**config.mk**
```make
export PLATFORM = sky130hd
export DESIGN_NAME = io_translation_fault_handler
export DESIGN_NICKNAME = d
export VERILOG_FILES = /design/src/include/xlate_fault_pkg.sv /design/src/verilog/io_translation_fault_handler.sv
export SDC_FILE = /design/constraint.sdc
export NUM_CORES = 1
export LEC_CHECK = 0
export BUFFER_PORTS_ARGS = -buffer_cell sky130_fd_sc_hd__buf_2
export CAP_MARGIN = 20
export CORE_MARGIN = 10
export CORE_UTILIZATION = 46
export DETAILED_ROUTE_END_ITERATION = 10
export PLACE_DENSITY = 0.95
export SKIP_CTS_REPAIR_TIMING = 1
export SLEW_MARGIN = 0
export SYNTH_ARGS = -nofsm -noshare
export SYNTH_HDL_FRONTEND = slang
export SYNTH_SLANG_ARGS = --single-unit
```
**constraint.sdc**
```tcl
create_clock -name sys_clk -period 4.1 [get_ports sys_clk]
set_input_delay 0.205 -clock sys_clk [delete_from_list [all_inputs] [get_ports sys_clk]]
set_output_delay 0.205 -clock sys_clk [all_outputs]
set_load 0.03 [all_outputs]
```
**src/include/xlate_fault_pkg.sv**
```systemverilog
/*
  Constants for the I/O translation fault handler: flag positions in the
  error status vector, page-size codes, translation mode codes and the
  default widths of the logged fault fields.
  Assumes a single clock domain and no software-visible register bus.
*/
package xlate_fault_pkg;

  // Error status flag positions
  localparam int FLAG_KEY_PROT     = 0;
  localparam int FLAG_MODE_ERR     = 1;
  localparam int FLAG_OUT_OF_RANGE = 2;
  localparam int FLAG_ENTRY_INV    = 3;
  localparam int FLAG_ENTRY_PROT   = 4;
  localparam int FLAG_CACHE_PAR    = 5;
  localparam int FLAG_CACHE_ACC    = 6;
  localparam int FLAG_WALK_OFF     = 7;
  localparam int FLAG_WALK_UNEXP   = 8;
  localparam int FLAG_WALK_ERR     = 9;
  localparam int FLAG_WALK_PAR     = 10;
  localparam int FLAG_BAD_PAGE     = 11;
  localparam int NUM_FLAGS         = 12;

  // Legal page-size codes in hypervisor translation mode
  localparam logic [2:0] PAGE_8K   = 3'h0;
  localparam logic [2:0] PAGE_64K  = 3'h1;
  localparam logic [2:0] PAGE_4M   = 3'h3;
  localparam logic [2:0] PAGE_256M = 3'h5;

  // Translation mode select
  localparam logic MODE_LEGACY     = 1'h0;
  localparam logic MODE_HYPERVISOR = 1'h1;

  // Default widths of logged fields
  localparam int ADDR_WIDTH = 64;
  localparam int ID_WIDTH   = 16;
  localparam int TYPE_WIDTH = 7;
  localparam int RAM_WIDTH  = 9;

  // Address bit that survives an illegal page-size fault
  localparam int DESC_SELECT_BIT = 63;

  // Reset values
  localparam logic [NUM_FLAGS-1:0] FLAGS_RESET = 12'h000;

endpackage

```
**src/verilog/io_translation_fault_handler.sv**
```systemverilog
/*
  Error detection, logging and response for an I/O address translation unit.
  Each DMA translation outcome is classified into fault flags, the fault is
  logged (address, requester ID, type; table RAM address only for entry protection and cache parity faults), the request is
  answered one cycle later (write dropped, read given Completer Abort), and
  a maskable interrupt is raised. Cache register-port accesses are checked
  against the cache enable.
  Assumes all inputs come from logic on sys_clk; flag clear and mask vectors
  are driven by a register block outside this module.
*/
// Behaviour
// - Every detected translation error raises an interrupt request software can mask.
// - Faulting DMA write is discarded; faulting read completes with Completer Abort.
// - Log raw address in legacy mode, adjusted address in hypervisor mode.
// - Each logged fault captures requester ID and transaction type.
// - Key protection failure sets its flag, logs address and ID, aborts.
// - Request in an erroneous translation mode sets mode flag, logs, aborts.
// - Translated address outside configured range sets range flag, logs, aborts.
// - Invalid table entry sets invalid-entry flag, logs, aborts.
// - Entry denying access sets protection flag, logs ID, type, RAM address, aborts.
// - Cache data parity error sets flag, logs address, ID, type, RAM address, aborts.
// - Register-port cache access while enabled sets flag; write fails, read errors.
// - Cache miss with tablewalk disabled sets disabled-miss flag, logs, aborts.
// - Tablewalk unexpected data sets its flag, logs address, ID, type, aborts.
// - Tablewalk failure and tablewalk parity set separate flags; each logs, aborts.
// - Hypervisor mode accepts page codes 0,1,3,5 only; others flag and abort.
// - For bad page size, address bits 39:13 meaningless; bit 63 and ID locate it.
`timescale 1ns/1ps

module io_translation_fault_handler #(
  parameter int ADDR_W = xlate_fault_pkg::ADDR_WIDTH,
  parameter int ID_W   = xlate_fault_pkg::ID_WIDTH,
  parameter int TYPE_W = xlate_fault_pkg::TYPE_WIDTH,
  parameter int RAM_W  = xlate_fault_pkg::RAM_WIDTH
) (
  input  wire logic                                 sys_clk,
  input  wire logic                                 rst,
  // Translation result of one DMA request
  input  wire logic                                 req_valid,
  input  wire logic                                 req_write,
  input  wire logic                                 req_mode,
  input  wire logic [ADDR_W-1:0]                    req_raw_va,
  input  wire logic [ADDR_W-1:0]                    req_adj_va,
  input  wire logic [ID_W-1:0]                      req_id,
  input  wire logic [TYPE_W-1:0]                    req_type,
  input  wire logic [RAM_W-1:0]                     req_ram_addr,
  input  wire logic [2:0]                           req_page_size,
  input  wire logic                                 key_check_fail,
  input  wire logic                                 mode_in_error,
  input  wire logic                                 range_exceeded,
  input  wire logic                                 entry_invalid,
  input  wire logic                                 entry_denied,
  input  wire logic                                 cache_parity_err,
  input  wire logic                                 cache_miss,
  input  wire logic                                 walk_enable,
  input  wire logic                                 walk_unexpected,
  input  wire logic                                 walk_failed,
  input  wire logic                                 walk_parity_err,
  // Register-port access to the translation cache
  input  wire logic                                 xcache_req,
  input  wire logic                                 xcache_write,
  input  wire logic                                 xcache_enabled,
  // Flag control from the register block
  input  wire logic [xlate_fault_pkg::NUM_FLAGS-1:0] err_clear,
  input  wire logic [xlate_fault_pkg::NUM_FLAGS-1:0] err_mask,
  // Answer to the DMA request
  output logic                                      resp_valid,
  output logic                                      resp_abort,
  output logic                                      resp_write_drop,
  output logic                                      resp_cpl_abort,
  // Answer to the cache register-port access
  output logic                                      xcache_done,
  output logic                                      xcache_access_fault,
  // Status and log
  output logic [xlate_fault_pkg::NUM_FLAGS-1:0]     err_status,
  output logic [ADDR_W-1:0]                         fault_addr,
  output logic [ID_W-1:0]                           fault_req_id,
  output logic [TYPE_W-1:0]                         fault_type,
  output logic [RAM_W-1:0]                          fault_ram_addr,
  output logic                                      fault_logged,
  output logic                                      irq
);

  localparam int NF = xlate_fault_pkg::NUM_FLAGS;

  // Address bit 63 is part of the illegal page-size report, so narrower
  // addresses cannot be served.
  generate
    if (ADDR_W != xlate_fault_pkg::ADDR_WIDTH) begin : g_bad_addr_w
      $error("ADDR_W must equal 64");
    end
    if (ID_W < 1 || TYPE_W < 1 || RAM_W < 1) begin : g_bad_field_w
      $error("ID_W, TYPE_W and RAM_W must be at least 1");
    end
  endgenerate

  typedef struct packed {
    logic              resp_valid;
    logic              resp_abort;
    logic              resp_write_drop;
    logic              resp_cpl_abort;
    logic              xcache_done;
    logic              xcache_access_fault;
    logic [NF-1:0]     flags;
    logic [ADDR_W-1:0] addr;
    logic [ID_W-1:0]   id;
    logic [TYPE_W-1:0] typ;
    logic [RAM_W-1:0]  ram;
    logic              logged;
    logic              irq;
  } state_s;

  state_s state;
  state_s next_state;

  logic [NF-1:0]     detect;
  logic              page_ok;
  logic              dma_fault;
  logic              ram_logged;
  logic [ADDR_W-1:0] log_addr;
  logic [NF-1:0]     flags_after;

  // Page-size legality; only the hypervisor mode carries a size code
  always_comb begin
    case (req_page_size)
      xlate_fault_pkg::PAGE_8K:   page_ok = 1'b1;
      xlate_fault_pkg::PAGE_64K:  page_ok = 1'b1;
      xlate_fault_pkg::PAGE_4M:   page_ok = 1'b1;
      xlate_fault_pkg::PAGE_256M: page_ok = 1'b1;
      default:                    page_ok = 1'b0;
    endcase
  end

  // Classify the request outcome into fault flags
  always_comb begin
    detect = '0;
    if (req_valid) begin
      detect[xlate_fault_pkg::FLAG_KEY_PROT]     = key_check_fail;
      detect[xlate_fault_pkg::FLAG_MODE_ERR]     = mode_in_error;
      detect[xlate_fault_pkg::FLAG_OUT_OF_RANGE] = range_exceeded;
      detect[xlate_fault_pkg::FLAG_ENTRY_INV]    = entry_invalid;
      detect[xlate_fault_pkg::FLAG_ENTRY_PROT]   = entry_denied;
      detect[xlate_fault_pkg::FLAG_CACHE_PAR]    = cache_parity_err;
      detect[xlate_fault_pkg::FLAG_WALK_OFF]     = cache_miss & ~walk_enable;
      detect[xlate_fault_pkg::FLAG_WALK_UNEXP]   = walk_unexpected;
      detect[xlate_fault_pkg::FLAG_WALK_ERR]     = walk_failed;
      detect[xlate_fault_pkg::FLAG_WALK_PAR]     = walk_parity_err;
      detect[xlate_fault_pkg::FLAG_BAD_PAGE]     =
        (req_mode == xlate_fault_pkg::MODE_HYPERVISOR) & ~page_ok;
    end
    // Cache register-port access is not a DMA request and logs no address
    detect[xlate_fault_pkg::FLAG_CACHE_ACC] = xcache_req & xcache_enabled;
  end

  // Any DMA-side fault; the cache access flag is excluded on purpose
  always_comb begin
    dma_fault = |(detect & ~(NF'(1) << xlate_fault_pkg::FLAG_CACHE_ACC));
    ram_logged = detect[xlate_fault_pkg::FLAG_ENTRY_PROT] |
                 detect[xlate_fault_pkg::FLAG_CACHE_PAR];
  end

  // Address to log follows the active translation mode
  always_comb begin
    if (req_mode == xlate_fault_pkg::MODE_HYPERVISOR) begin
      log_addr = req_adj_va;
    end else begin
      log_addr = req_raw_va;
    end
  end

  // Sticky flags: a new event wins over a clear in the same cycle
  always_comb begin
    flags_after = (state.flags & ~err_clear) | detect;
  end

  // Next-state logic
  always_comb begin
    next_state = state;

    // Answers are one-cycle pulses
    next_state.resp_valid          = req_valid;
    next_state.resp_abort          = req_valid & dma_fault;
    next_state.resp_write_drop     = req_valid & dma_fault & req_write;
    next_state.resp_cpl_abort      = req_valid & dma_fault & ~req_write;
    next_state.xcache_done         = xcache_req;
    next_state.xcache_access_fault = xcache_req & xcache_enabled;

    next_state.flags = flags_after;

    // Latest fault overwrites the log; the flags keep the history
    if (dma_fault) begin
      // For a bad page size, bits 39:13 are kept as captured but carry no
      // meaning; software uses bit 63 and the requester ID instead.
      next_state.addr   = log_addr;
      next_state.id     = req_id;
      next_state.typ    = req_type;
      next_state.logged = 1'b1;
      if (ram_logged) begin
        next_state.ram = req_ram_addr;
      end else begin
        next_state.ram = '0;
      end
    end

    // Log valid falls when every flag has been cleared
    if (flags_after == '0) begin
      next_state.logged = 1'b0;
    end

    // Interrupt level from flags after this cycle's set and clear
    next_state.irq = |(flags_after & err_mask);
  end

  // State register
  always_ff @(posedge sys_clk) begin
    if (rst) begin
      state        <= '0;
      state.flags  <= xlate_fault_pkg::FLAGS_RESET;
    end else begin
      state <= next_state;
    end
  end

  // Outputs come straight from the state register
  assign resp_valid          = state.resp_valid;
  assign resp_abort          = state.resp_abort;
  assign resp_write_drop     = state.resp_write_drop;
  assign resp_cpl_abort      = state.resp_cpl_abort;
  assign xcache_done         = state.xcache_done;
  assign xcache_access_fault = state.xcache_access_fault;
  assign err_status          = state.flags;
  assign fault_addr          = state.addr;
  assign fault_req_id        = state.id;
  assign fault_type          = state.typ;
  assign fault_ram_addr      = state.ram;
  assign fault_logged        = state.logged;
  assign irq                 = state.irq;

endmodule // io_translation_fault_handler

```
==> reports/metrics.yaml, run 1 <==
fmax_mhz: 543
drt_iter0_markers: 305
area.growth.synth_to_final_pct: 51.9
status: "completed"
cts-buffers-inserted: 17
tightest_slew_ns: 1.12
slew_violations: 0
r2r_setup_slack_ns: 2.56
syn-num-nets: 712
overflow: 0
layout-drive-gt1-share_pct: 48.8
required_ns: 4.51
slew-limit-headroom_pct: 25.6
peakVddDrop_mv: 0.308
grt_busiest_layer: "met2"
rsz0062_at_grt: "no"
synth.most_common_cell: "dfxtp_1"
fin_tns_setup_ns: 0
routed_wl_um: 19600
period_needed_ns: 1.84
synth_area_leaders: "dfxtp_1 (46%), a211oi_2 (15%), mux2i_1 (13%)"
core-area_mm2: 0.0107
die_height_um: 124
p_clk_share_pct: 45.4
hp-start: "walk_failed"
root_buffer: "clkbuf_8"
cp_slowest_stage_delay_ns: 0.56
synth_xor_area_share_pct: 0
synthFlopType: "dfxtp_1"
use_met3_pct: 8.09
r2r_cells: 4
crit_slowest_cell: "o21a_4"
fp.dieW_um: 124
synth_compound_area_share_pct: 22.9
avgSynthCellArea_um2: 9.89
worstPathArrival_ns: 2.25
die-area_mm2: 0.0154
ant_nets: 0
synth.cell_area_mm2: 0.00500
ys_seq_area_share_pct: 46.4
numPortBuffers: 320
async_flop_share_pct: 0
dp_cells: 932
pwr-share-seq_pct: 36.1
h-tree-depth: 4
clock_path_buffers: 2
clock-sinks: 116
ys_seq_elements: 116
start_kind: "input pin"
synth_edf_count: 0
end_kind: "flip-flop"
core.rowCount: 38
pin_count: 322
grt_util_all_layers_pct: 21.2
combPwrFrac_pct: 18.5
syn_inst: 506
synth_top_area_cell: "dfxtp_1"
antenna_found_initial: 1
p_int_mw: 2.48
grt_pass1_wl_um: 26700
drv_cap: 0
worst_path_dominant_cell_family: "compound AO/OA/AOI/OAI gates"
synth_top_area_share_pct: 46.4
hold_path.class: "input pin to flip-flop"
leakage_nw: 3.84
grt_util_met1_pct: 21.1
vias: 5261
worstSetupPathType: "input pin to flip-flop"
drcViolationCount: 0
crit_chain: "buf_2 > o21bai_1 > a21boi_0 > o21a_4 > buf_4 > nor2_1 > a211oi_2"
r2r_end: "irq$_SDFF_PP0_"
clk_pin_slew_worst_paths_ns: 0.06
routedWlPerCell_um: 19.6
min_to: "err_status[9]$_SDFF_PP0_"
clock_latency_ns: 0.51
cp.buffers_inverters: 2
grt_pass1_vias: 5192
synthDistinctLibCells: 30
finalHoldViolCount: 0
place.gp.congestion: 0.876
powerDensity_mw_per_mm2: 452
grt_max_degree: 79
min_path_cells: 3
synth.area.mux_share_pct: 12.8
final_nets: 1052
finalCritPeriodShare_pct: 44.9
finClkSkew_ns: 0.00753
viasPerCell: 5.26
critPathMaxFanout: 45
n_fill_cell: 782
place_hpwl_um: 13700
synthAdderAreaFrac_pct: 0
synth-simple-area-share_pct: 11.7
reg2reg_from: "err_status[2]$_SDFF_PP0_"
final_cells: 1000
netlist_top_cells_count: "dfxtp_1 (116), nor2_1 (79), mux2i_1 (64), a211oi_2 (60), nand2_1 (48)"
use_met2_pct: 37.9
start_util_pct: 46.6
p_sw_mw: 0.956
switching_share_pct: 27.8
ys_warn_count: 0
setup_viol: 0
drtPass1Iterations: 5
tritoncts: "done"
synth_top_family_by_area: "compound AO/OA/AOI/OAI gates"
==> tightest hold or removal path, stage by stage <==
cell and delay, ns:
buf_2 0.09, a22oi_1 0.09, nor2_1 0.09
==> how the worst max path moves through the flow <==
| stage | start | slack, ns | end | cells past startpoint |
|---|---|---|---|---|
| 6_report | req_page_size[0] | 2.26 | fault_addr[35]$_SDFFE_PP0P_ | 7 |
| 5_1_grt | req_page_size[0] | 2.17 | fault_addr[35]$_SDFFE_PP0P_ | 7 |
| 4_1_cts | req_page_size[0] | 2.32 | fault_addr[35]$_SDFFE_PP0P_ | 7 |
| 3_5_place_dp | req_page_size[0] | 1.89 | fault_addr[29]$_SDFFE_PP0P_ | 7 |
| 3_3_place_gp | req_page_size[0] | 1.95 | fault_addr[19]$_SDFFE_PP0P_ | 7 |
| 2_1_floorplan | walk_parity_err | 2.63 | fault_req_id[0]$_SDFFE_PP0P_ | 8 |
==> cell families after synthesis <==
group                  after synthesis
flip-flops                         116
AND/OR/NAND/NOR                    145
multiplexers                        64
AO/OA/AOI/OAI                      119
buffers and inverters               62
==> state kept, by name, indices dropped and copies added, names as in the netlist <==
register and cells:
fault_type 7, resp_valid 1, resp_cpl_abort 1, irq 1, fault_req_id 16, fault_addr 64, resp_write_drop 1, xcache_done 1
xcache_access_fault 1, fault_ram_addr 9, resp_abort 1, fault_logged 1, err_status 12
==> cell type report <==
class                           count  area, um^2  share of cell area, %
Tap cell                          140         175                   2.31
Clock buffer                       20         455                   5.99
Sequential cell                   116        2320                   30.6
Timing Repair Buffer              359        2000                   26.3
Clock inverter                     12         178                   2.34
Inverter                           24        90.1                   1.19
Antenna cell                        1        2.50                 0.0329
Multi-Input combinational cell    328        2380                   31.3
==> metrics by stage <==
stage / area (um^2) / worst slack (ns) / utilization, % / hold slack, ns / total power [mW]
final: 7600 / 2.26 / 70.7 / 0.0103 / 3.44
after global routing: 7600 / 2.17 / 70.7 / 0.0203 / 3.55
after CTS: 7250 / 2.32 / 67.4 / -0.136 / 3.42
after detailed placement: 6610 / 1.89 / 61.5 / 0.406 / 1.86
after global placement: 6610 / 1.95 / 61.5 / 0.398 / 1.84
after floorplan: 5000 / 2.63 / - / 0.284 / 1.64
==> cell usage in the layout, fill, tap and decap left out, types with 2 or more instances in the layout <==
master	instances
buf_4	5
nor2_1	79
nand2b_1	2
a211oi_1	5
clkinv_4	2
clkinv_2	2
nor3_1	3
nand4_1	3
a211oi_2	60
clkbuf_16	16
buf_2	318
a22o_1	9
bufinv_16	4
inv_1	24
a22oi_1	10
clkinvlp_4	4
a21oi_1	24
dlygate4sd3_1	35
o22ai_1	5
dfxtp_1	116
mux2i_1	64
nor2b_1	3
nor4_1	3
clkbuf_8	4
nand2_1	48
==> metal layers <==
metal,vias up,share of wire (%)
met2,312,52
li1,2460,-
met3,60,9.2
met5,-,0
met4,0,3.5
met1,2429,35
==> power by group through the flow <==
stage / logic [mW] / clock network, mW / registers (mW)
2_1_floorplan: 0.229 / 0 / 1.41
3_3_place_gp: 0.583 / 0 / 1.26
3_5_place_dp: 0.600 / 0 / 1.26
4_1_cts: 0.603 / 1.57 / 1.24
5_1_grt: 0.676 / 1.63 / 1.25
6_report: 0.635 / 1.56 / 1.24
Power figures use the tool's default switching activity.
==> inputs of run 2 (changes only) <==
--- a/config.mk
+++ b/config.mk
@@ -8,9 +8,9 @@
 export BUFFER_PORTS_ARGS = -buffer_cell sky130_fd_sc_hd__buf_2
 export CAP_MARGIN = 20
 export CORE_MARGIN = 10
-export CORE_UTILIZATION = 46
+export CORE_UTILIZATION = 38
 export DETAILED_ROUTE_END_ITERATION = 10
-export PLACE_DENSITY = 0.95
+export PLACE_DENSITY = 0.85
 export SKIP_CTS_REPAIR_TIMING = 1
 export SLEW_MARGIN = 0
 export SYNTH_ARGS = -nofsm -noshare
==> constraint.sdc (replaced) <==
create_clock -name sys_clk -period 1.5 [get_ports sys_clk]
set_input_delay 0.075 -clock sys_clk [delete_from_list [all_inputs] [get_ports sys_clk]]
set_output_delay 0.075 -clock sys_clk [all_outputs]
set_load 0.03 [all_outputs]
==> reports/metrics.yaml, run 2 (synthesis results as in run 1) <==
dp_cells: 975  # +4.6%
h-tree-depth: 4  # unchanged
grt_util_all_layers_pct: 17.8  # -3.4 points
antenna_found_initial: 1  # unchanged
routedWlPerCell_um: 17.5  # -11%
final_cells: 1046  # +4.6%
layout-drive-gt1-share_pct: 49.2  # +0.42 points
tightest_slew_ns: 0.517  # -0.599 ns
peakVddDrop_mv: 0.661  # +110%
place_hpwl_um: 13500  # -1.2%
vias: 5144  # -2.2%
rsz0062_at_grt: "no"
drtPass1Iterations: 6  # +1
clock-sinks: 116  # unchanged
status: "finished, violations left"
die-area_mm2: 0.0182  # +18%
pin_count: 322  # unchanged
root_buffer: "clkbuf_16"
final_nets: 1065  # +1.2%
grt_max_degree: 61  # -23%
leakage_nw: 3.94  # +2.6%
slew_violations: 0  # unchanged
worstPathArrival_ns: 1.66  # -0.59 ns
drt_iter0_markers: 283  # -7.2%
power.total_mw: 9.40  # +170%
setup_viol: 0  # unchanged
ant_nets: 0  # unchanged
numPortBuffers: 320  # unchanged
grt_pass1_wl_um: 25800  # -3.2%
routed_wl_um: 18300  # -6.5%
tritoncts: "done"
drv_cap: 0  # unchanged
violations: "hold timing"
largest_reg_flops: 64  # unchanged
core.rowCount: 41  # +7.9%
finalHoldViolCount: 2  # +2
start_kind: "flip-flop"
drcViolationCount: 0  # unchanged
layout_commonest_cell: "buf_2"
hold_path.class: "input pin to flip-flop"
fmax_mhz: 718
postLayoutCoreUtil_pct: 61.2  # -9.5 points
clock_path_buffers: 2  # unchanged
critPathMaxFanout: 3  # -93%
cts-buffers-inserted: 17  # unchanged
fp.dieW_um: 135  # +8.4%
required_ns: 1.77  # -2.74 ns
final_cell_mix: "buf_2 (318), dfxtp_1 (116), nor2_1 (79)"
overflow: 0  # unchanged
viasPerCell: 4.92  # -6.5%
period_needed_ns: 1.39
grt_pass1_vias: 5190  # -0.039%
clk_pin_slew_worst_paths_ns: 0.05  # about the same
core-area_mm2: 0.0128  # +19%
fin_tns_setup_ns: 0  # unchanged
die_height_um: 135  # +8.4%
end_kind: "flip-flop"
powerDensity_mw_per_mm2: 1200  # +170%
start_util_pct: 39.2  # -7.4 points
holdWs_ns: -0.00666  # -0.0170 ns
area.growth.synth_to_final_pct: 56.2
slew-limit-headroom_pct: 65.5  # +40 points
finClkSkew_ns: 0.00310  # -0.00444 ns
clock_latency_ns: 0.40  # -0.11 ns
finalCritPeriodShare_pct: 92.8
worstSetupPathType: "flip-flop to flip-flop"
place.gp.congestion: 0.848  # -3.2%
[run 2: cell count changes in the layout (fill, tap and decap cells not counted), sizes merged]
cell	previous run	this run
dlygate4sd3	35	37
diode	1	2
buf	324	335
clkinvlp	4	1
clkbuf	20	22
clkinv	4	5
[run 2: cell type report]
type                       count  area (um^2)
inverter                      24         90.1
fill                        1008         4960
timing repair buffer         372         2180
antenna                        2         5.00
clock inverter                10          153
tap                          172          215
multi-input combinational    328         2380
clock buffer                  22          474
sequential                   116         2320
[run 2: final timing paths]
| kind | cells after the start | to | slack, ns | start |
|---|---|---|---|---|
| min reg2reg | 2 | fault_req_id[8]$_SDFFE_PP0P_ | 0.45 | fault_req_id[8]$_SDFFE_PP0P_ |
| max reg2reg | 4 | irq$_SDFF_PP0_ | 0.11 | err_status[2]$_SDFF_PP0_ |
| min | 3 | irq$_SDFF_PP0_ | -0.007 | err_mask[11] |
| max | 4 | irq$_SDFF_PP0_ | 0.11 | err_status[2]$_SDFF_PP0_ |
[run 2: where the power goes]
part / switching (mW) / internal, mW / total, mW
Combinational: 1.05 / 0.702 / 1.75
Sequential: 0.101 / 3.29 / 3.39
Clock: 1.36 / 2.89 / 4.25
[run 2: metal layers]
metal | vias up | GRT usage [%] | part of all wire (%)
met3 | 35 | 9.46 | 11
li1 | 2485 | - | -
met1 | 2351 | 17.3 | 36
met5 | - | 0 | 0
met2 | 273 | 31.2 | 51
met4 | 0 | 6.41 | 2.0
[run 2: worst max-delay path: stages, from the launching register on]
cell	delay, ns
dfxtp_1	0.32
a22oi_1	0.31
o22ai_1	0.14
nor4_1	0.36
a21oi_1	0.12
[run 2: through the flow]
stage / worst slack (ns) / area (um^2)
after floorplan: 0.162 / 5000
after global placement: -0.0327 / 6810
after detailed placement: -0.0670 / 6810
after CTS: 0.0683 / 7440
after global routing: 0.0810 / 7820
final: 0.107 / 7820
==> inputs of run 3 (changes only) <==
--- a/config.mk
+++ b/config.mk
@@ -8,9 +8,10 @@
 export BUFFER_PORTS_ARGS = -buffer_cell sky130_fd_sc_hd__buf_2
 export CAP_MARGIN = 20
 export CORE_MARGIN = 10
-export CORE_UTILIZATION = 38
+export CORE_UTILIZATION = 40
+export CTS_BUF_LIST = sky130_fd_sc_hd__clkbuf_8
 export DETAILED_ROUTE_END_ITERATION = 10
-export PLACE_DENSITY = 0.85
+export PLACE_DENSITY = 0.78
 export SKIP_CTS_REPAIR_TIMING = 1
 export SLEW_MARGIN = 0
 export SYNTH_ARGS = -nofsm -noshare
==> reports/metrics.yaml, run 3 (synthesis results as in run 1) <==
core.rowCount: 40  # -2.4%
peakVddDrop_mv: 0.650  # -1.7%
routed_wl_um: 18300  # -0.10%
area.growth.synth_to_final_pct: 54.8
slew-limit-headroom_pct: 57.8  # -7.7 points
tritoncts: "done"
fin_tns_setup_ns: 0  # unchanged
worstPathArrival_ns: 1.75  # +0.09 ns
worstSetupPathType: "flip-flop to flip-flop"
critPathMaxFanout: 3  # unchanged
required_ns: 1.80  # +0.03 ns
place_ws_ns: -0.158  # -0.0914 ns
cts-buffers-inserted: 17  # unchanged
setup_viol: 0  # unchanged
grt_busiest_layer: "met2"
finClkSkew_ns: 0.00294  # -0.000154 ns
grt_util_met1_pct: 19.0  # +1.7 points
leakage_nw: 3.92  # -0.57%
fin_ws_ns: 0.0421  # -0.0653 ns
die_height_um: 132  # -2.2%
status: "finished, violations left"
diodes: 0  # -2
routedWlPerCell_um: 17.4  # -0.58%
final_nets: 1076  # +1.0%
grt_pass1_vias: 5187  # -0.058%
use_met2_pct: 34.2  # +3.0 points
ant_nets: 0  # unchanged
overflow: 0  # unchanged
start_kind: "flip-flop"
die-area_mm2: 0.0174  # -4.3%
final_cell_mix: "buf_2 (318), dfxtp_1 (116), nor2_1 (79)"
n_fill_cell: 989  # -1.9%
holdWs_ns: -0.0132  # -0.00655 ns
powerDensity_mw_per_mm2: 1110  # -7.6%
end_kind: "flip-flop"
slew_violations: 0  # unchanged
antenna_found_initial: 0  # -1
clock_latency_ns: 0.43  # +0.03 ns
core-area_mm2: 0.0121  # -5.2%
r2r_setup_slack_ns: 0.04  # -0.07 ns
root_buffer: "clkbuf_8"
fmax_mhz: 686  # -4.5%
drv_cap: 0  # unchanged
h-tree-depth: 4  # unchanged
place.gp.congestion: 0.804  # -5.3%
period_needed_ns: 1.46  # +0.0653 ns
tightest_slew_ns: 0.631  # +0.114 ns
clock_path_buffers: 2  # unchanged
clk_pin_slew_worst_paths_ns: 0.07  # +0.02 ns
hold_path.class: "input pin to flip-flop"
clock-sinks: 116  # unchanged
largest_reg_flops: 64  # unchanged
start_util_pct: 41.3  # +2.1 points
pin_count: 322  # unchanged
finalHoldViolCount: 2  # unchanged
grt_max_degree: 69  # +13%
fp.dieW_um: 132  # -2.2%
grt_util_all_layers_pct: 19.0  # +1.2 points
power.total_mw: 8.61  # -8.4%
use_met3_pct: 8.19  # -1.3 points
grt_pass1_wl_um: 26600  # +3.2%
layout-drive-gt1-share_pct: 48.7  # -0.50 points
drcViolationCount: 0  # unchanged
drt_iter0_markers: 205  # -28%
postLayoutCoreUtil_pct: 64.0  # +2.8 points
drtPass1Iterations: 4  # -2
place_hpwl_um: 14000  # +3.7%
numPortBuffers: 320  # unchanged
vias: 5108  # -0.70%
layout_commonest_cell: "buf_2"
finalCritPeriodShare_pct: 97.2  # +4.4 points
viasPerCell: 4.86  # -1.2%
violations: "hold timing"
## run 3: path summary, 6_finish.rpt
path,start,to,cells after the start
setup / recovery,err_status[6]$_SDFF_PP0_,irq$_SDFF_PP0_,4
hold / removal,err_clear[7],err_status[7]$_SDFF_PP0_,4
setup reg to reg,err_status[6]$_SDFF_PP0_,irq$_SDFF_PP0_,4
hold reg to reg,fault_type[3]$_SDFFE_PP0P_,fault_type[3]$_SDFFE_PP0P_,2
## run 3: critical path, stage by stage (launching register included)
cell and delay [ns]:
dfxtp_1 0.32, a22oi_1 0.34, o22ai_1 0.15, nor4_1 0.40
a21oi_1 0.11
## run 3: routing by layer
layer | share of wire [%] | wire length [um]
met1 | 37 | 6820
met2 | 52 | 9420
met3 | 8.3 | 1520
met4 | 2.8 | 505
met5 | 0 | 0
## run 3: area by class of cell
type	count	area, um^2	area share (%)
clock buffers	23	317	4.09
clock inverters	9	171	2.21
inverters	24	90.1	1.16
multi-input cells	328	2380	30.7
flip-flops and latches	116	2320	30.0
well taps	168	210	2.71
repair buffers	383	2260	29.2
## run 3: per-stage QoR
stage | cells | area [um^2] | hold slack [ns]
floorplan | 506 | 5000 | 0.154
global placement | 972 | 6790 | 0.283
detailed placement | 972 | 6790 | 0.289
CTS | 1004 | 7280 | -0.182
global route | 1051 | 7750 | 0.00154
finish | 1051 | 7750 | -0.0132
## run 3: power breakdown
group / switching [mW] / internal (mW)
Clock: 1.22 / 2.24
Sequential: 0.0987 / 3.29
Combinational: 1.05 / 0.712
Total: 2.37 / 6.23
